<file path="src/dcm_cfg.svh">
// Register map, field positions, reset values and timing counts for the DRAM command controller
`ifndef DCM_CFG_SVH
`define DCM_CFG_SVH
`define DCM_OFF_CTRL 8'h00
`define DCM_OFF_ADDR 8'h04
`define DCM_OFF_BANK 8'h08
`define DCM_OFF_STAT 8'h0C
`define DCM_OFF_MR0 8'h10
`define DCM_OFF_MR1 8'h14
`define DCM_CTRL_GO 0
`define DCM_CTRL_CMD_LSB 1
`define DCM_CTRL_INIT 4
`define DCM_ST_BUSY 0
`define DCM_ST_REFUSED 1
`define DCM_ST_DLL_LOCK 2
`define DCM_ST_DLL_DUE 3
`define DCM_ST_CAL 4
`define DCM_MR0_LAT_LSB 4
`define DCM_MR0_DLL_EN 8
`define DCM_MR0_MUX 9
`define DCM_MR1_DLL_RST 5
`define DCM_MR1_CAL_LONG 6
`define DCM_MR1_CAL_GO 7
`define DCM_MR1_REF_MULTI 8
`define DCM_MR0_MASK 21'h0003FF
`define DCM_MR1_MASK 21'h0007FF
`define DCM_MR2_MASK 21'h0000FF
`define DCM_MR1_SELF_CLR 21'h0000A0
`define DCM_MR_RESET 21'h000000
`define DCM_RC_MIN 4'h3
`define DCM_DLL_LOCK_CYC 16'h0200
`define DCM_CAL_SHORT_CYC 16'h0040
`define DCM_REF_MAX_BANKS 5'h04
`endif

</file>
<file path="src/dcm_pkg.sv">
// Types shared by the DRAM command controller
package dcm_pkg;
	typedef enum logic [2:0] {
		DCM_CMD_NOP = 3'b000,
		DCM_CMD_MODE_SET = 3'b001,
		DCM_CMD_READ = 3'b010,
		DCM_CMD_WRITE = 3'b011,
		DCM_CMD_AUTO_REFRESH = 3'b100
	} dcm_cmd_t;
	typedef enum logic [1:0] {
		DCM_IDLE = 2'b00,
		DCM_HALF2 = 2'b01,
		DCM_WAIT = 2'b10
	} dcm_state_t;
endpackage : dcm_pkg
</file>
<file path="src/dcm_bank_timer.sv">
// Per-bank row-cycle timers
`timescale 1ns/100ps
module dcm_bank_timer #(
	parameter int BANKS = 16,
	parameter int CW = 4
) (
	// Clock and reset
	input wire logic sys_clk_i,
	input wire logic resetn_i,
	// Bank command starts and row-cycle count
	input wire logic [BANKS-1:0] start_i,
	input wire logic [CW-1:0] count_i,
	// Banks still inside their row cycle
	output logic [BANKS-1:0] busy_o
);
	if (BANKS < 1 || CW < 1) begin : g_bad
		$error("dcm_bank_timer: BANKS and CW must be positive");
	end
	for (genvar b = 0; b < BANKS; b++) begin : g_bank
		logic [CW-1:0] cnt_q;
		always_ff @(posedge sys_clk_i or negedge resetn_i) begin
			if (!resetn_i) begin
				cnt_q <= '0;
			end else if (start_i[b]) begin
				cnt_q <= count_i;
			end else if (cnt_q != '0) begin
				cnt_q <= cnt_q - 1'b1;
			end
		end
		assign busy_o[b] = (cnt_q != '0);

	end
endmodule : dcm_bank_timer

</file>
<file path="src/dcm_ctrl.sv">
// Host-side command and mode-register controller for a low-latency DRAM, with APB register port
`timescale 1ns/100ps
`include "dcm_cfg.svh"
module dcm_ctrl #(
	parameter int MRSC_CYC = 12,
	parameter int CAL_INIT_CYC = 16384,
	parameter int CAL_OPER_CYC = 1024
) (
	// Clock and reset
	input wire logic sys_clk_i,
	input wire logic resetn_i,
	// APB slave
	input wire logic psel_i,
	input wire logic penable_i,
	input wire logic pwrite_i,
	input wire logic [7:0] paddr_i,
	input wire logic [31:0] pwdata_i,
	output logic [31:0] prdata_o,
	output logic pready_o,
	output logic pslverr_o,
	// DRAM command and address pins
	output logic dram_cs_n_o,
	output logic dram_we_n_o,
	output logic dram_ref_n_o,
	output logic [20:0] dram_addr_o,
	output logic [3:0] dram_ba_o
);
	import dcm_pkg::*;

	if (MRSC_CYC < 1 || MRSC_CYC > 65535 || CAL_INIT_CYC < 1 || CAL_INIT_CYC > 65535 ||
		CAL_OPER_CYC < 1 || CAL_OPER_CYC > 65535) begin : g_bad
		$error("dcm_ctrl: wait counts must fit 16 bits and be nonzero");
	end

	function automatic logic [4:0] ones16(input logic [15:0] v);
		logic [4:0] n;
		n = 5'h00;
		for (int i = 0; i < 16; i++) begin
			n = n + {4'h0, v[i]};
		end
		return n;
	endfunction : ones16

	dcm_cmd_t cmd_q;
	dcm_state_t state_q;
	logic init_q, go_q, refused_q, dll_due_q, cal_q, mux_prev_q;
	logic [20:0] addr_q, mr0_q, mr1_q, ms_val;
	logic [3:0] bank_q, rc, lat;
	logic [15:0] wait_q, dll_q, wait_len, busy_w, busy_prev_q, oh, refm, start_v, start_w;
	logic [9:0] hi_q;
	logic [31:0] rdata_q;
	logic ok, issue, mux, busy, apb_wr, apb_setup_rd, mapped;

	assign apb_wr = psel_i && penable_i && pwrite_i;
	assign apb_setup_rd = psel_i && !penable_i && !pwrite_i;
	assign busy = (state_q != DCM_IDLE) || go_q;
	assign mux = mr0_q[`DCM_MR0_MUX];
	assign rc = addr_q[3:0];
	assign lat = addr_q[`DCM_MR0_LAT_LSB +: 4];
	assign refm = addr_q[15:0];
	assign oh = 16'h0001 << bank_q;
	assign mapped = (paddr_i[1:0] == 2'b00) && (paddr_i <= `DCM_OFF_MR1);

	// Zero-wait slave: read data is captured in the setup cycle
	assign pready_o = 1'b1;
	assign pslverr_o = psel_i && penable_i && !mapped;
	assign prdata_o = rdata_q;

	// Legality of the pending command and the banks it occupies
	always_comb begin
		ok = 1'b0;
		start_v = 16'h0000;
		unique case (bank_q[1:0])
			2'b00: ms_val = addr_q & `DCM_MR0_MASK;
			2'b01: ms_val = addr_q & `DCM_MR1_MASK;
			default: ms_val = addr_q & `DCM_MR2_MASK;
		endcase
		unique case (cmd_q)
			DCM_CMD_NOP: ok = 1'b1;
			DCM_CMD_MODE_SET: begin
				// Refusing a bad timing word here is cheaper than a hung memory
				ok = (busy_w == 16'h0000) && (bank_q[1:0] != 2'b11) &&
					!(bank_q[1:0] == 2'b00 && (rc < `DCM_RC_MIN ||
					(!addr_q[`DCM_MR0_DLL_EN] && rc != lat)));
			end
			DCM_CMD_READ: begin
				ok = ((busy_w & oh) == 16'h0000) && (dll_q == 16'h0000);
				start_v = oh;
			end
			DCM_CMD_WRITE: begin
				ok = ((busy_w & oh) == 16'h0000);
				start_v = oh;
			end
			DCM_CMD_AUTO_REFRESH: begin
				if (mr1_q[`DCM_MR1_REF_MULTI]) begin
					ok = (refm != 16'h0000) && (ones16(refm) <= `DCM_REF_MAX_BANKS) &&
						((refm & busy_w) == 16'h0000);
					start_v = refm;
				end else begin
					ok = ((busy_w & oh) == 16'h0000);
					start_v = oh;
				end
			end
			default: ok = 1'b0;
		endcase
	end

	assign issue = (state_q == DCM_IDLE) && go_q && ok;
	assign start_w = issue ? start_v : 16'h0000;

	// Calibration window if the write starts one, else plain mode-set recovery
	always_comb begin
		wait_len = 16'(MRSC_CYC);
		if (bank_q[1:0] == 2'b01 && addr_q[`DCM_MR1_CAL_GO]) begin
			if (!addr_q[`DCM_MR1_CAL_LONG]) begin
				wait_len = `DCM_CAL_SHORT_CYC;
			end else if (init_q) begin
				wait_len = 16'(CAL_INIT_CYC);
			end else begin
				wait_len = 16'(CAL_OPER_CYC);
			end
		end
	end

	dcm_bank_timer #(
		.BANKS(16),
		.CW(4)
	) u_timer (
		.sys_clk_i(sys_clk_i),
		.resetn_i(resetn_i),
		.start_i(start_w),
		.count_i(mr0_q[3:0]),
		.busy_o(busy_w)
	);

	// Software command registers
	always_ff @(posedge sys_clk_i or negedge resetn_i) begin
		if (!resetn_i) begin
			cmd_q <= DCM_CMD_NOP;
			init_q <= 1'b1;
			go_q <= 1'b0;
			addr_q <= 21'h000000;
			bank_q <= 4'h0;
		end else begin
			if (state_q == DCM_IDLE && go_q) begin
				go_q <= 1'b0;
			end
			if (apb_wr && paddr_i == `DCM_OFF_CTRL) begin
				init_q <= pwdata_i[`DCM_CTRL_INIT];
				if (pwdata_i[`DCM_CTRL_GO] && !busy) begin
					go_q <= 1'b1;
					cmd_q <= dcm_cmd_t'(pwdata_i[`DCM_CTRL_CMD_LSB +: 3]);
				end
			end
			if (apb_wr && paddr_i == `DCM_OFF_ADDR && !busy) begin
				addr_q <= pwdata_i[20:0];
			end
			if (apb_wr && paddr_i == `DCM_OFF_BANK && !busy) begin
				bank_q <= pwdata_i[3:0];
			end
		end
	end

	// Refused flag: a new refusal wins over a write-one-to-clear
	always_ff @(posedge sys_clk_i or negedge resetn_i) begin
		if (!resetn_i) begin
			refused_q <= 1'b0;
		end else if ((apb_wr && paddr_i == `DCM_OFF_CTRL && pwdata_i[`DCM_CTRL_GO] && busy) ||
			(state_q == DCM_IDLE && go_q && !ok)) begin
			refused_q <= 1'b1;
		end else if (apb_wr && paddr_i == `DCM_OFF_STAT && pwdata_i[`DCM_ST_REFUSED]) begin
			refused_q <= 1'b0;
		end
	end

	// Shadow copies of what the device holds
	always_ff @(posedge sys_clk_i or negedge resetn_i) begin
		if (!resetn_i) begin
			mr0_q <= `DCM_MR_RESET;
			mr1_q <= `DCM_MR_RESET;
		end else if (issue && cmd_q == DCM_CMD_MODE_SET) begin
			if (bank_q[1:0] == 2'b00) begin
				mr0_q <= ms_val;
			end
			if (bank_q[1:0] == 2'b01) begin
				mr1_q <= ms_val & ~`DCM_MR1_SELF_CLR;
			end
		end
	end

	// DLL lock wait and the pending-reset reminder; calibration may overlap it
	always_ff @(posedge sys_clk_i or negedge resetn_i) begin
		if (!resetn_i) begin
			dll_q <= 16'h0000;
			dll_due_q <= 1'b0;
		end else begin
			if (issue && cmd_q == DCM_CMD_MODE_SET && bank_q[1:0] == 2'b01 &&
				addr_q[`DCM_MR1_DLL_RST]) begin
				dll_q <= `DCM_DLL_LOCK_CYC;
				dll_due_q <= 1'b0;
			end else begin
				if (dll_q != 16'h0000) begin
					dll_q <= dll_q - 16'h0001;
				end
				if (issue && cmd_q == DCM_CMD_MODE_SET && bank_q[1:0] == 2'b00 &&
					addr_q[`DCM_MR0_DLL_EN]) begin
					dll_due_q <= 1'b1;
				end
			end
		end
	end

	// Sequencer: second address half, then recovery or calibration quiet time
	always_ff @(posedge sys_clk_i or negedge resetn_i) begin
		if (!resetn_i) begin
			state_q <= DCM_IDLE;
			wait_q <= 16'h0000;
			cal_q <= 1'b0;
			hi_q <= 10'h000;
		end else begin
			unique case (state_q)
				DCM_IDLE: begin
					if (issue && cmd_q != DCM_CMD_NOP) begin
						wait_q <= wait_len;
						cal_q <= (cmd_q == DCM_CMD_MODE_SET) && (bank_q[1:0] == 2'b01) &&
							addr_q[`DCM_MR1_CAL_GO];
						hi_q <= (cmd_q == DCM_CMD_MODE_SET) ? ms_val[20:11] : addr_q[20:11];
						if (mux && cmd_q != DCM_CMD_AUTO_REFRESH) begin
							state_q <= DCM_HALF2;
						end else if (cmd_q == DCM_CMD_MODE_SET) begin
							state_q <= DCM_WAIT;
						end
					end
				end
				DCM_HALF2: begin
					state_q <= (cmd_q == DCM_CMD_MODE_SET) ? DCM_WAIT : DCM_IDLE;
				end
				DCM_WAIT: begin
					// Holding pins at no-op here keeps the device from dropping a command
					wait_q <= wait_q - 16'h0001;
					if (wait_q == 16'h0001) begin
						state_q <= DCM_IDLE;
						cal_q <= 1'b0;
					end
				end
				default: state_q <= DCM_IDLE;
			endcase
		end
	end

	// Registered pins, stable from one rising edge to the next
	always_ff @(posedge sys_clk_i or negedge resetn_i) begin
		if (!resetn_i) begin
			dram_cs_n_o <= 1'b1;
			dram_we_n_o <= 1'b1;
			dram_ref_n_o <= 1'b1;
			dram_addr_o <= 21'h000000;
			dram_ba_o <= 4'h0;
		end else begin
			dram_cs_n_o <= 1'b1;
			dram_we_n_o <= 1'b1;
			dram_ref_n_o <= 1'b1;
			dram_addr_o <= 21'h000000;
			dram_ba_o <= 4'h0;
			if (state_q == DCM_HALF2) begin
				dram_addr_o <= {11'h000, hi_q};
			end else if (issue && cmd_q != DCM_CMD_NOP) begin
				dram_cs_n_o <= 1'b0;
				dram_we_n_o <= (cmd_q == DCM_CMD_READ) || (cmd_q == DCM_CMD_AUTO_REFRESH);
				dram_ref_n_o <= (cmd_q == DCM_CMD_READ) || (cmd_q == DCM_CMD_WRITE);
				unique case (cmd_q)
					DCM_CMD_MODE_SET: begin
						dram_addr_o <= mux ? {10'h000, ms_val[10:0]} : ms_val;
						dram_ba_o <= {2'b00, bank_q[1:0]};
					end
					DCM_CMD_AUTO_REFRESH: begin
						if (mr1_q[`DCM_MR1_REF_MULTI]) begin
							dram_addr_o <= {5'h00, refm};
						end else begin
							dram_ba_o <= bank_q;
						end
					end
					default: begin
						dram_addr_o <= mux ? {10'h000, addr_q[10:0]} : addr_q;
						dram_ba_o <= bank_q;
					end
				endcase
			end
		end
	end

	always_ff @(posedge sys_clk_i or negedge resetn_i) begin
		if (!resetn_i) begin
			rdata_q <= 32'h00000000;
		end else if (apb_setup_rd) begin
			unique case (paddr_i)
				`DCM_OFF_CTRL: rdata_q <= {27'h0000000, init_q, cmd_q, 1'b0};
				`DCM_OFF_ADDR: rdata_q <= {11'h000, addr_q};
				`DCM_OFF_BANK: rdata_q <= {28'h0000000, bank_q};
				`DCM_OFF_STAT: rdata_q <= {27'h0000000, cal_q, dll_due_q, dll_q != 16'h0000, refused_q, busy};
				`DCM_OFF_MR0: rdata_q <= {11'h000, mr0_q};
				`DCM_OFF_MR1: rdata_q <= {11'h000, mr1_q};
				default: rdata_q <= 32'h00000000;
			endcase
		end
	end

	// Helpers read only by the checks below
	logic [15:0] wait_cnt_h;
	logic pin_ms, pin_rd, pin_wr, pin_ref, in_wait;
	assign pin_ms = !dram_cs_n_o && !dram_we_n_o && !dram_ref_n_o;
	assign pin_rd = !dram_cs_n_o && dram_we_n_o && dram_ref_n_o;
	assign pin_wr = !dram_cs_n_o && !dram_we_n_o && dram_ref_n_o;
	assign pin_ref = !dram_cs_n_o && dram_we_n_o && !dram_ref_n_o;
	assign in_wait = (state_q == DCM_WAIT);
	always_ff @(posedge sys_clk_i or negedge resetn_i) begin
		if (!resetn_i) begin
			wait_cnt_h <= 16'h0000;
			busy_prev_q <= 16'h0000;
			mux_prev_q <= 1'b0;
		end else begin
			wait_cnt_h <= in_wait ? wait_cnt_h + 16'h0001 : 16'h0000;
			busy_prev_q <= busy_w;
			mux_prev_q <= mux;
		end
	end
endmodule : dcm_ctrl

</file>
<file path="config.mk">
export PLATFORM = sky130hd
export DESIGN_NAME = dcm_ctrl
export DESIGN_NICKNAME = d
export VERILOG_FILES = /design/src/dcm_pkg.sv /design/src/dcm_bank_timer.sv /design/src/dcm_ctrl.sv
export VERILOG_INCLUDE_DIRS = /design/src
export SDC_FILE = /design/constraint.sdc
export NUM_CORES = 1
export LEC_CHECK = 0
export ABC_AREA = 1
export BUFFER_PORTS_ARGS = -buffer_cell sky130_fd_sc_hd__buf_2
export CAP_MARGIN = 20
export CELL_PAD_IN_SITES_DETAIL_PLACEMENT = 1
export CELL_PAD_IN_SITES_GLOBAL_PLACEMENT = 2
export CORE_MARGIN = 2
export CORE_UTILIZATION = 38
export DETAILED_ROUTE_END_ITERATION = 10
export PLACE_DENSITY_LB_ADDON = 0.15
export RECOVER_POWER = 100
export SYNTH_ARGS = -nofsm -noshare
export SYNTH_HDL_FRONTEND = slang
export SYNTH_SLANG_ARGS = --single-unit
</file>
<file path="constraint.sdc">
create_clock -name sys_clk_i -period 12.75 [get_ports sys_clk_i]
set_input_delay 2.55 -clock sys_clk_i [delete_from_list [all_inputs] [get_ports sys_clk_i]]
set_output_delay 2.55 -clock sys_clk_i [all_outputs]
set_load 0.005 [all_outputs]
</file>
Word-level counts from Yosys, hierarchy flattened
Index checks and enable logic that the tools add are counted.
{"block": "word_totals", "ff_bits": 241, "in_bits": 45, "output_inout_bits": 62, "word_cells": 277}
{"block": "op_classes", "n_addsub": 33, "magnitude_cmp": 3, "eq_ne": 19, "shifts": 1, "mux": 78, "n_bitwise": 2, "n_reduce_logical": 105}
{"op": "$mux 4", "n": 35}
{"op": "$pmux 21 s6", "n": 1}
{"op": "$mux 16", "n": 6}
{"op": "$logic_not 16->1", "n": 4}
{"op": "$pmux 16 s2", "n": 2}
{"op": "$reduce_bool 4->1", "n": 16}
{"op": "$sub 4x1->4 const B", "n": 16}
{"op": "$mux 21", "n": 3}
{"op": "$add 5x1->5", "n": 11}
{"op": "$mux 15", "n": 3}
{"op": "$pmux 21 s2", "n": 1}
{"op": "$reduce_bool 2->1", "n": 21}
{"op": "$logic_and 1x1->1", "n": 36}
{"op": "$and 16x16->16", "n": 2}
{"op": "$reduce_bool 16->1", "n": 2}
{"op": "$sub 16x1->16 const B", "n": 2}
{"op": "$pmux 11 s2", "n": 1}
{"op": "$eq 16x1->1 const B", "n": 1}
{"op": "$eq 8x4->1 const B", "n": 2}
{"op": "$eq 8x5->1 const B", "n": 2}
{"op": "$mux 1", "n": 16}
{"op": "$shl 1x4->16 const A", "n": 1}
{"op": "$mux 10", "n": 1}
{"op": "$mux 2", "n": 5}
{"op": "other kinds (31)", "n": 51}

Longest topological paths before layout
Gate-level depths: netlist of run 1.
{"block": "logic_depth", "ltp_word": 26, "ltp_mapped": 28, "mapped_depth_nobuf": 27}

Hierarchy
A second synthesis of run 1 with hierarchy kept.
{"block": "unflattened", "hier_cells": 1626, "area_unflattened_um2": 12323.1}
{"module": "dcm_ctrl", "n_inst": 1, "cells_per_inst": 1074, "area_each_um2": 8121.5, "seq_area_each_um2": 3658.5}
{"module": "dcm_bank_timer", "n_inst": 1, "cells_per_inst": 552, "area_each_um2": 4201.5, "seq_area_each_um2": 1601.5}

Worst setup path before layout of run 1
Ideal clock, no wire load.
{"block": "synth_path", "path_type": "in2out", "start": "in paddr_i[1]", "end": "out pslverr_o", "arrival_time_ps": 3240, "required_ps": 10200, "slack_ps": 6960, "stages": 4, "path_buffers": 0, "path_cell_list": "nor2_1 -> inv_1 -> nor3_2 -> a221oi_1"}
{"block": "synth_between", "elab_chain_cells": 4, "elab_cells_between_ends": 5, "classes_between": "order compare: 1; reduce/logical: 4"}
{"element": "start, declared", "line": "dcm_ctrl.sv:16", "text": "input wire logic [7:0] paddr_i,"}
{"element": "$le 8x5->1 (no source line) / $logic_not 2->1 (equally long branches)"}
{"element": "$logic_and 1x1->1 (*)", "line": "dcm_ctrl.sv:62", "text": "assign mapped = (paddr_i[1:0] == 2'b00) && (paddr_i <= `DCM_OFF_MR1);"}
{"element": "$logic_not 1->1 (*)", "line": "dcm_ctrl.sv:66", "text": "assign pslverr_o = psel_i && penable_i && !mapped;"}
{"element": "$logic_and 1x1->1 (*)", "line": "dcm_ctrl.sv:66"}
{"element": "end, declared", "line": "dcm_ctrl.sv:20", "text": "output logic pslverr_o,"}
Mark *: on every way between the ends. The rest lies on a longest branch, timed or not.

Worst setup path in the final report of run 1
{"block": "layout_path", "start": "reg addr_q[5]", "end": "reg mr0_q[5]"}
{"block": "layout_between", "elab_chain_cells": 19, "elab_cells_between_ends": 29, "classes_between": "add/sub: 11; order compare: 1; eq/ne: 1; mux: 3; bitwise: 1; reduce/logical: 12"}
{"element": "start, declared", "line": "dcm_ctrl.sv:47", "text": "logic [20:0] addr_q, mr0_q, mr1_q, ms_val;"}
{"element": "start signal, assigned", "line": "dcm_ctrl.sv:156", "text": "addr_q <= pwdata_i[20:0];"}
{"element": "$add 5x1->5 (11 in a row)", "line": "dcm_ctrl.sv:39", "text": "n = n + {4'h0, v[i]};"}
{"element": "$le 5x3->1 (no source line)"}
{"element": "$logic_and 1x1->1 (2 in a row)", "line": "dcm_ctrl.sv:96", "text": "ok = (refm != 16'h0000) && (ones16(refm) <= `DCM_REF_MAX_BANKS) &&"}
{"element": "$mux 1", "line": "dcm_ctrl.sv:95", "text": "if (mr1_q[`DCM_MR1_REF_MULTI]) begin"}
{"element": "$pmux 1 s5", "line": "dcm_ctrl.sv:78", "text": "unique case (cmd_q)"}
{"element": "$logic_and 1x1->1", "line": "dcm_ctrl.sv:108", "text": "assign issue = (state_q == DCM_IDLE) && go_q && ok;"}
{"element": "$logic_and 1x1->1", "line": "dcm_ctrl.sv:181", "text": "end else if (issue && cmd_q == DCM_CMD_MODE_SET) begin"}
{"element": "$reduce_and 2->1 (no source line)"}
{"element": "end signal, assigned", "line": "dcm_ctrl.sv:179", "text": "mr0_q <= `DCM_MR_RESET;"}
{"element": "end signal, assigned", "line": "dcm_ctrl.sv:183", "text": "mr0_q <= ms_val;"}
{"element": "end, declared", "line": "dcm_ctrl.sv:47"}
Several ways; a longest one is shown, not always the timed one.
A chain may end at the register's enable or synchronous reset.

==> results of run 1 <==
-- cells in the mapped netlist (3+ instances only) --
master and count:
a21oi_1 44, a31oi_1 3, buf_2 9, buf_4 14, buf_6 4, clkbuf_1 22
clkinv_1 4, dfrtp_1 206, dfstp_2 4, fa_1 10, ha_1 26, inv_1 255
inv_2 5, mux2_2 3, nand2_1 359, nand2_2 4, nand3_1 88, nand3_2 7
nand3b_1 3, nand4_1 27, nor2_1 159, nor2_2 5, nor2_4 3, nor3_1 29
o211ai_1 3, o21ai_0 137, o21ai_1 7, o21ai_2 7, o22ai_1 26, o31ai_1 10
or2_2 5, xnor2_1 5, xor2_1 37
-- kinds of logic (layout without fill, tap and decap cells) --
family	after synthesis	after routing	share of synthesized area, %
xor+xnor	42	42	3.11
flops	210	210	44.5
simple gates	697	697	25.3
buf+inv	313	395	10.7
other cells	2	12	0.0636
mux	4	4	0.371
compound gates	246	246	11.5
fa+ha+maj	36	36	4.45
-- power by group --
part	switching (W)	internal, W
Sequential	0.0000107	0.000687
Combinational	0.000142	0.0000658
Clock	0.000289	0.000477
-- stage by stage --
step                cells  setup slack [ps]
detailed placement   1993              6260
global route         2038              3810
global placement     1993              6330
floorplan            1560              6960
CTS                  2038              6240
finish               2038              4440
-- state kept, by name (all words and copies together) (netlist names), 2 cells and up --
signal,flops
addr_q,21
bank_q,4
cmd_q,3
dll_q,16
dram_addr_o,21
dram_ba_o,4
hi_q,10
mr0_q,11
mr1_q,9
prdata_o,21
state_q,2
u_timer.g_bank.cnt_q,64
wait_q,16
-- cell type report --
type	count	area (sq um)
inverter	264	991
tap	396	495
timing repair buffer	86	395
multi-input combinational	1037	5230
clock inverter	8	123
clock buffer	37	771
sequential	210	5260
fill	3904	17300
-- critical path: stages, from the launching register on --
cell and delay [ps]:
dfrtp_1 610, inv_1 260, fa_1 590, inv_1 50, fa_1 450, fa_1 510, inv_1 50, fa_1 430
inv_1 80, ha_1 170, inv_1 60, fa_1 470, nand2_1 50, nand3_1 100, nand2_1 60, nor2_1 80
nand2_1 60, nor2_1 80, nand2_1 100, nand3_1 100, nor2_1 60, nor2_1 1930, nand3_1 1360, o21ai_0 480
-- worst paths after layout --
check / from / endpoint / slack, ps / cells after the start
worst max-delay path: addr_q[5] / mr0_q[5] / 4440 / 23
worst min-delay path: prdata_o[0] / prdata_o[0] / 480 / 2
worst max register to register: addr_q[5] / mr0_q[5] / 4440 / 23
worst min register to register: prdata_o[0] / prdata_o[0] / 480 / 2
max in group asynchronous: resetn_i / dram_ba_o[2] / 5230 / 3
min in group asynchronous: resetn_i / u_timer.g_bank[4].cnt_q[3] / 3890 / 1
-- routing by layer --
| metal | wire (microns) | up-vias | share of wire, % | track usage [%] |
|---|---|---|---|---|
| met1 | 17000 | 5101 | 46 | 31.1 |
| met5 | 13 | - | 0.035 | 0 |
| li1 | - | 5036 | - | - |
| met4 | 383 | 2 | 1.0 | 3.32 |
| met2 | 18300 | 179 | 49 | 40.3 |
| met3 | 1710 | 39 | 4.6 | 3.64 |
==> impl_metrics.toml, run 1 <==
[sta]
slew_headroom_pct = -244
setup_viol = 0
report.final.slew_viol_count = 169
clock_skew_ps = 7.87
worst_slew_pin_slew_ps = 5160
fin_crit_sh_pct = 65.2
min_period_ps = 8310
hold_viol_final = 0
whs_ps = 483
tns_ps = 0
fmax_mhz = 120
rsz0062_at_grt = "no"

[status]
violations = "capacitance limit, slew limit"
outcome = "finished with violations"

[clocking]
cts_setup_buffers = 0
htree_levels = 1
ctsResizeCount = 0
numCtsBuffers = 25
clockBufferDepth = 3
clk_pin_slew_ps = 60
clock-root-buffer = "clkbuf_16"
clock-sinks = 210
clock_latency_ps = 530
cts_tree = "yes"
hold_buffers = 0

[synthesis]
netlist_instances = 1550
ys_seq_area_share_pct = 44.5
netlist.top_cell.by_area = "dfrtp_1"
ys_ff_latch = 210
netlist.area_leader.share_pct = 43.6
async_reset_ff_share_pct = 100
synth_edf_count = 0
synth_area_leaders = "dfrtp_1, nand2_1, inv_1"
synth_warnings = 0
mappedNetlistArea_sq_um = 11800
synthFlopType = "dfrtp_1"
avgSynthCellArea_sq_um = 7.62
synth_cell_type_count = 48

[detailed_routing]
drc = 0
first_pass_iters = 5
vias = 10400
wl_microns = 37400
ant_nets = 0
wl_per_cell_microns = 18.4
drtIter0Drc = 512
vias_per_cell = 5.08

[die]
die_width_microns = 180
rows = 64
chipHeight_microns = 180
io_pins = 107
start_util_pct = 38.6
die_area_sq_um = 32500
core_sq_um = 30600

[finish]
finalInstanceArea_sq_um = 13300
drive_gt1_share_pct = 7.61
area_growth_pct = 12.4
mostFrequentLayoutCells = "nand2_1, inv_1, dfrtp_1"
layout.nets = 1705
diodes = 0
final_util_pct = 43.4
layout_commonest_cell = "nand2_1"

[power_and_ir_drop]
vdd_drop_max_uv = 112
power_density_nw_per_um2 = 126
power.leakage_nw = 7.14
finalPower_w = 0.00167

[setup_path]
crit_path_start_kind = "register"
cp_data_arrival_time_ps = 8720
worstPathRequired_ps = 13160
end_kind = "register"
critPathMaxFanout = 35
crit_type = "register to register"

[placed_design]
gp_congestion = 0.820
place_area_sq_um = 12500
port_buffers = 83
hpwl_microns = 27400

[grt]
grt_overflow = 0
grt_pass1_wl_microns = 59800
grt_pass1_vias = 10700
grt_antenna_before_repair = 1
grt_usage_pct = 23.1
grt_start_max_net_pins = 92

[flow_run]
drv_cap = 3

[hold_path]
hp-class = "register to register"
Note: power is estimated with default switching activity, not from simulation.
==> run 2, diff against run 1 <==
--- a/config.mk
+++ b/config.mk
@@ -6,13 +6,13 @@
 export SDC_FILE = /design/constraint.sdc
 export NUM_CORES = 1
 export LEC_CHECK = 0
-export ABC_AREA = 1
+export ABC_AREA = 0
 export BUFFER_PORTS_ARGS = -buffer_cell sky130_fd_sc_hd__buf_2
 export CAP_MARGIN = 20
 export CELL_PAD_IN_SITES_DETAIL_PLACEMENT = 1
 export CELL_PAD_IN_SITES_GLOBAL_PLACEMENT = 2
 export CORE_MARGIN = 2
-export CORE_UTILIZATION = 38
+export CORE_UTILIZATION = 39
 export DETAILED_ROUTE_END_ITERATION = 10
 export PLACE_DENSITY_LB_ADDON = 0.15
 export RECOVER_POWER = 100
==> constraint.sdc (replaced) <==
create_clock -name sys_clk_i -period 7.9 [get_ports sys_clk_i]
set_input_delay 1.58 -clock sys_clk_i [delete_from_list [all_inputs] [get_ports sys_clk_i]]
set_output_delay 1.58 -clock sys_clk_i [all_outputs]
set_load 0.005 [all_outputs]
==> impl_metrics.toml, run 2 <==
[setup_path]
crit_path_start_kind = "register"
cp_data_arrival_time_ps = 7250
worstPathRequired_ps = 8330
r2r_cells = 20
crit_type = "register to register"
critPathMaxFanout = 22
end_kind = "register"

[hold_path]
min_path_cells = 2
hp-class = "register to register"

[detailed_routing]
first_pass_iters = 5
wl_per_cell_microns = 20.4
vias_per_cell = 5.49
vias = 8620
ant_nets = 0
wl_microns = 32100
drc = 0
drtIter0Drc = 439

[clocking]
hold_buffers = 0
clockBufferDepth = 3
clock-root-buffer = "clkbuf_16"
clk_pin_slew_ps = 60
clock-sinks = 210
ctsResizeCount = 0
numCtsBuffers = 25
htree_levels = 1
clock_latency_ps = 550
cts_setup_buffers = 0
cts_tree = "yes"

[grt]
grt_pass1_wl_microns = 52700
grt_pass1_vias = 9237
grt_overflow = 0
grt_antenna_before_repair = 0
grt_start_max_net_pins = 88
grt_usage_pct = 22.0

[die]
core_sq_um = 27900
die_width_microns = 173
io_pins = 107
rows = 61
start_util_pct = 39.9
chipHeight_microns = 173
die_area_sq_um = 29900

[synthesis]
netlist.top_cell.by_area = "dfrtp_1"
synth_warnings = 0
synth_common_cells = "dfrtp_1, nand2_1, inv_1"
synth_edf_count = 0
synth_most_common_cell = "dfrtp_1"
synth_area_leaders = "dfrtp_1, mux2_2, nand2_1"
ys_seq_area_share_pct = 47.2
mappedNetlistArea_sq_um = 11100
netlist.area_leader.share_pct = 46.3
synth_cell_type_count = 69
synthFlopType = "dfrtp_1"
ys_ff_latch = 210
avgSynthCellArea_sq_um = 10.0
async_reset_ff_share_pct = 100
netlist_instances = 1110

[finish]
multi_input_area_sq_um = 5210
layout.nets = 1254
mostFrequentLayoutCells = "dfrtp_1, nand2_1, inv_1"
area_growth_pct = 12.9
diodes = 0
layout_commonest_cell = "dfrtp_1"
drive_gt1_share_pct = 12.7
top_register = "u_timer.g_bank.cnt_q"
regArea_sq_um = 5260
largest_reg_flops = 64
nFillCells = 3210

[sta]
rsz0062_at_grt = "no"
fmax_mhz = 147
clock_skew_ps = 26.7
worst_slew_pin_slew_ps = 4910
fin_crit_sh_pct = 86.4
min_period_ps = 6820
hold_viol_final = 0
tns_ps = 0
slew_headroom_pct = -228
setup_viol = 0
setup_slack_ps = 1080
report.final.slew_viol_count = 88
whs_ps = 478

[placed_design]
port_buffers = 83
hpwl_microns = 22100
pre_cts_ws_ps = 1470
gp_congestion = 0.790

[power_and_ir_drop]
vdd_drop_max_uv = 146
finalPower_w = 0.00253
power_density_nw_per_um2 = 201
power.leakage_nw = 5.99

[status]
outcome = "finished with violations"
violations = "capacitance limit, slew limit"

[flow_run]
drv_cap = 1
-- run 2: power breakdown --
| group | leakage [nW] | internal (W) | switching, W |
|---|---|---|---|
| Combinational | 2.66 | 0.0000812 | 0.000133 |
| Sequential | 2.91 | 0.00109 | 0.0000144 |
| Clock | 0.420 | 0.000735 | 0.000472 |
| Total | 5.99 | 0.00191 | 0.000619 |
-- run 2: logic make-up (layout without fill, tap and decap cells) --
family / Yosys count / in the layout / synth area share (%)
XOR/XNOR: 34 / 34 / 2.67
multiplexers: 82 / 82 / 8.43
adder cells (fa/ha/maj): 36 / 36 / 4.72
other: 2 / 12 / 0.0674
buffers and inverters: 154 / 225 / 5.97
flip-flops: 210 / 210 / 47.2
AND/OR/NAND/NOR: 383 / 383 / 17.9
AO/OA/AOI/OAI: 209 / 209 / 13.1
-- run 2: path summary, 6_finish.rpt --
path                        startpoint                         end  slack, ps
hold reg to reg            prdata_o[2]                 prdata_o[2]        480
hold / removal             prdata_o[2]                 prdata_o[2]        480
setup reg to reg             addr_q[5]  u_timer.g_bank[2].cnt_q[1]       1080
min in group asynchronous     resetn_i  u_timer.g_bank[3].cnt_q[1]       2820
max in group asynchronous     resetn_i                   wait_q[1]       1800
setup / recovery             addr_q[5]  u_timer.g_bank[2].cnt_q[1]       1080
-- run 2: layout make-up --
type,instances,share of cell area [%]
Clock buffer,36,5.78
Clock inverter,9,1.00
Inverter,87,2.60
Multi-Input combinational cell,756,41.4
Sequential cell,210,41.8
Tap cell,378,3.76
Timing Repair Buffer,93,3.61
-- run 2: critical path: stages, from the launching register on --
cell and delay, ps:
dfrtp_1 710, inv_1 140, fa_1 560, inv_1 50, fa_1 460, fa_1 520, inv_1 60, fa_1 420
inv_1 60, ha_1 160, inv_1 60, fa_1 380, xor2_1 170, a21oi_1 70, a21oi_1 120, nand4_1 100
o41a_1 480, a31oi_4 540, clkbuf_1 870, and2_0 380, mux2_2 370
-- run 2: metal layers --
metal  share of wire (%)  wire length, microns  GRT usage (%)
met5                   0                     0              0
met4                 2.0                   631           4.94
met3                 5.9                  1880           4.84
met2                  46                 14600           35.6
met1                  47                 14900           30.2
-- run 2: stage by stage --
step | std cells | utilization (%) | instance area, sq um
finish | 1569 | 45.0 | 12600
global route | 1569 | 45.0 | 12600
CTS | 1568 | 45.3 | 12700
detailed placement | 1523 | 42.3 | 11800
global placement | 1523 | 42.3 | 11800
floorplan | 1120 | - | 11200
==> run 3, diff against run 2 <==
--- a/config.mk
+++ b/config.mk
@@ -6,13 +6,14 @@
 export SDC_FILE = /design/constraint.sdc
 export NUM_CORES = 1
 export LEC_CHECK = 0
-export ABC_AREA = 0
+export ABC_AREA = 1
 export BUFFER_PORTS_ARGS = -buffer_cell sky130_fd_sc_hd__buf_2
 export CAP_MARGIN = 20
 export CELL_PAD_IN_SITES_DETAIL_PLACEMENT = 1
 export CELL_PAD_IN_SITES_GLOBAL_PLACEMENT = 2
+export CORE_ASPECT_RATIO = 1.1
 export CORE_MARGIN = 2
-export CORE_UTILIZATION = 39
+export CORE_UTILIZATION = 35
 export DETAILED_ROUTE_END_ITERATION = 10
 export PLACE_DENSITY_LB_ADDON = 0.15
 export RECOVER_POWER = 100
==> impl_metrics.toml, run 3 (synthesis gave the netlist of run 1 again) <==
[status]
outcome = "finished with violations"
violations = "capacitance limit, slew limit"

[detailed_routing]
wl_microns = 37500
vias = 10300
drc = 0
first_pass_iters = 5
ant_nets = 0
wl_per_cell_microns = 18.1
drtIter0Drc = 460
vias_per_cell = 4.94

[setup_path]
cp_data_arrival_time_ps = 6920
r2r_start = "addr_q[5]"
worstPathRequired_ps = 8310
critPathMaxFanout = 34
crit_type = "register to register"
r2r_setup_slack_ps = 1390
r2r_end = "wait_q[3]"
r2r_cells = 24
crit_path_start_kind = "register"
end_kind = "register"

[grt]
grt_pass1_vias = 10600
grt_antenna_before_repair = 4
grt_start_max_net_pins = 106
grt_overflow = 0
grt_usage_pct = 22.0
grt_pass1_wl_microns = 59900

[hold_path]
hp-class = "register to register"
min_to = "mr0_q[10]"
min-delay-start = "mr0_q[10]"
min_path_cells = 2

[finish]
drive_gt1_share_pct = 7.73
layout.nets = 1706
largest_reg_flops = 64
layout_commonest_cell = "nand2_1"
top_register = "u_timer.g_bank.cnt_q"
area_growth_pct = 12.3
mostFrequentLayoutCells = "nand2_1, inv_1, dfrtp_1"
finalInstanceArea_sq_um = 13300

[sta]
clock_skew_ps = 10.8
hold_viol_final = 0
fmax_mhz = 154
worst_slew_pin_slew_ps = 3930
setup_viol = 0
rsz0062_at_grt = "no"
report.final.slew_viol_count = 109
min_period_ps = 6510
whs_ps = 475
fin_crit_sh_pct = 82.4
tns_ps = 0
slew_headroom_pct = -162

[power_and_ir_drop]
clkPwrFrac_pct = 44.6
swShare_pct = 27.0
vdd_drop_max_uv = 128
power_density_nw_per_um2 = 196
p_int_w = 0.00189
p_switching_w = 0.000701
seqPwrFrac_pct = 43.3
power_frac_comb_pct = 12.1
power.leakage_nw = 7.13

[placed_design]
port_buffers = 83
place_area_sq_um = 12600
gp_congestion = 0.823
hpwl_microns = 27200

[die]
io_pins = 107
die_width_microns = 179
die_area_sq_um = 35200
start_util_pct = 35.5
chipHeight_microns = 197
core_sq_um = 33300
rows = 70

[clocking]
clockBufferDepth = 3
htree_levels = 1
clock-root-buffer = "clkbuf_16"
clk_pin_slew_ps = 60
cts_setup_buffers = 0
numCtsBuffers = 25
clock-sinks = 210
ctsResizeCount = 0
cts_tree = "yes"
hold_buffers = 0
clock_latency_ps = 530

[flow_run]
drv_cap = 2
-- run 3: cell types whose count changed in the layout (fill, tap and decap cells not counted), moves of 19 or more --
cell | before | now
xnor2_1 | 30 | 5
nand4_1 | 6 | 28
mux2_1 | 30 | 0
mux2_2 | 41 | 3
xor2_1 | 4 | 37
inv_1 | 87 | 255
nor2_1 | 68 | 160
nand2_1 | 103 | 359
o22ai_1 | 1 | 26
o21ai_0 | 66 | 151
a22o_1 | 19 | 0
or3_1 | 24 | 0
nand3_1 | 42 | 95
-- run 3: worst max path at each step --
stage | slack [ps] | endpoint | from | depth (start not counted)
after detailed placement | 1840 | wait_q[6] | addr_q[5] | 24
after floorplan | 3320 | mr0_q[9] | addr_q[5] | 26
after global routing | 760 | wait_q[3] | addr_q[5] | 25
final | 1390 | wait_q[3] | addr_q[5] | 24
after global placement | 1850 | wait_q[3] | addr_q[5] | 24
after CTS | 1800 | wait_q[6] | addr_q[5] | 24
-- run 3: per-stage QoR --
step           util [%]  worst slack, ps  total power [W]  std cells
5_1_grt            39.8              765          0.00273       2074
3_5_place_dp       37.8             1840          0.00147       2030
6_report           39.8             1390          0.00260       2076
2_1_floorplan         -             3320          0.00136       1560
3_3_place_gp       37.8             1850          0.00146       2030
4_1_cts            40.2             1800          0.00264       2074
-- run 3: power by group through the flow --
stage | registers [W] | logic [W] | clock network [W]
after floorplan | 0.00114 | 0.000223 | 0
after global placement | 0.00114 | 0.000313 | 0
after detailed placement | 0.00114 | 0.000321 | 0
after CTS | 0.00112 | 0.000324 | 0.00119
after global routing | 0.00113 | 0.000370 | 0.00123
final | 0.00112 | 0.000314 | 0.00116
-- run 3: cell type report --
type,instances,area (sq um)
fillers,4183,20000
well taps,432,541
inverters,264,991
flip-flops and latches,210,5260
diodes,2,5.00
clock inverters,9,109
clock buffers,35,703
repair buffers,87,412
multi-input cells,1037,5240
-- run 3: worst max-delay path, cell delays in order, from the launching register on --
cell and delay [ps]:
dfrtp_1 590, inv_1 270, fa_1 580, inv_1 50, fa_1 460, fa_1 520
inv_1 50, fa_1 430, inv_1 70, ha_1 150, inv_1 50, fa_1 470
nand2_1 60, nand3_1 100, nand2_1 60, nor2_1 80, nand2_1 60, nor2_1 80
nand2_1 80, nand3_1 90, nand3_1 820, nand2_1 980, inv_1 130, nand2_1 90
nand2_1 50
-- run 3: routing by layer --
metal	track usage (%)	part of all wire, %	up-vias
met1	29.1	45	4998
met2	38.5	49	139
li1	-	-	5058
met3	2.97	3.5	58
met5	0	0.077	-
met4	4.51	1.9	6
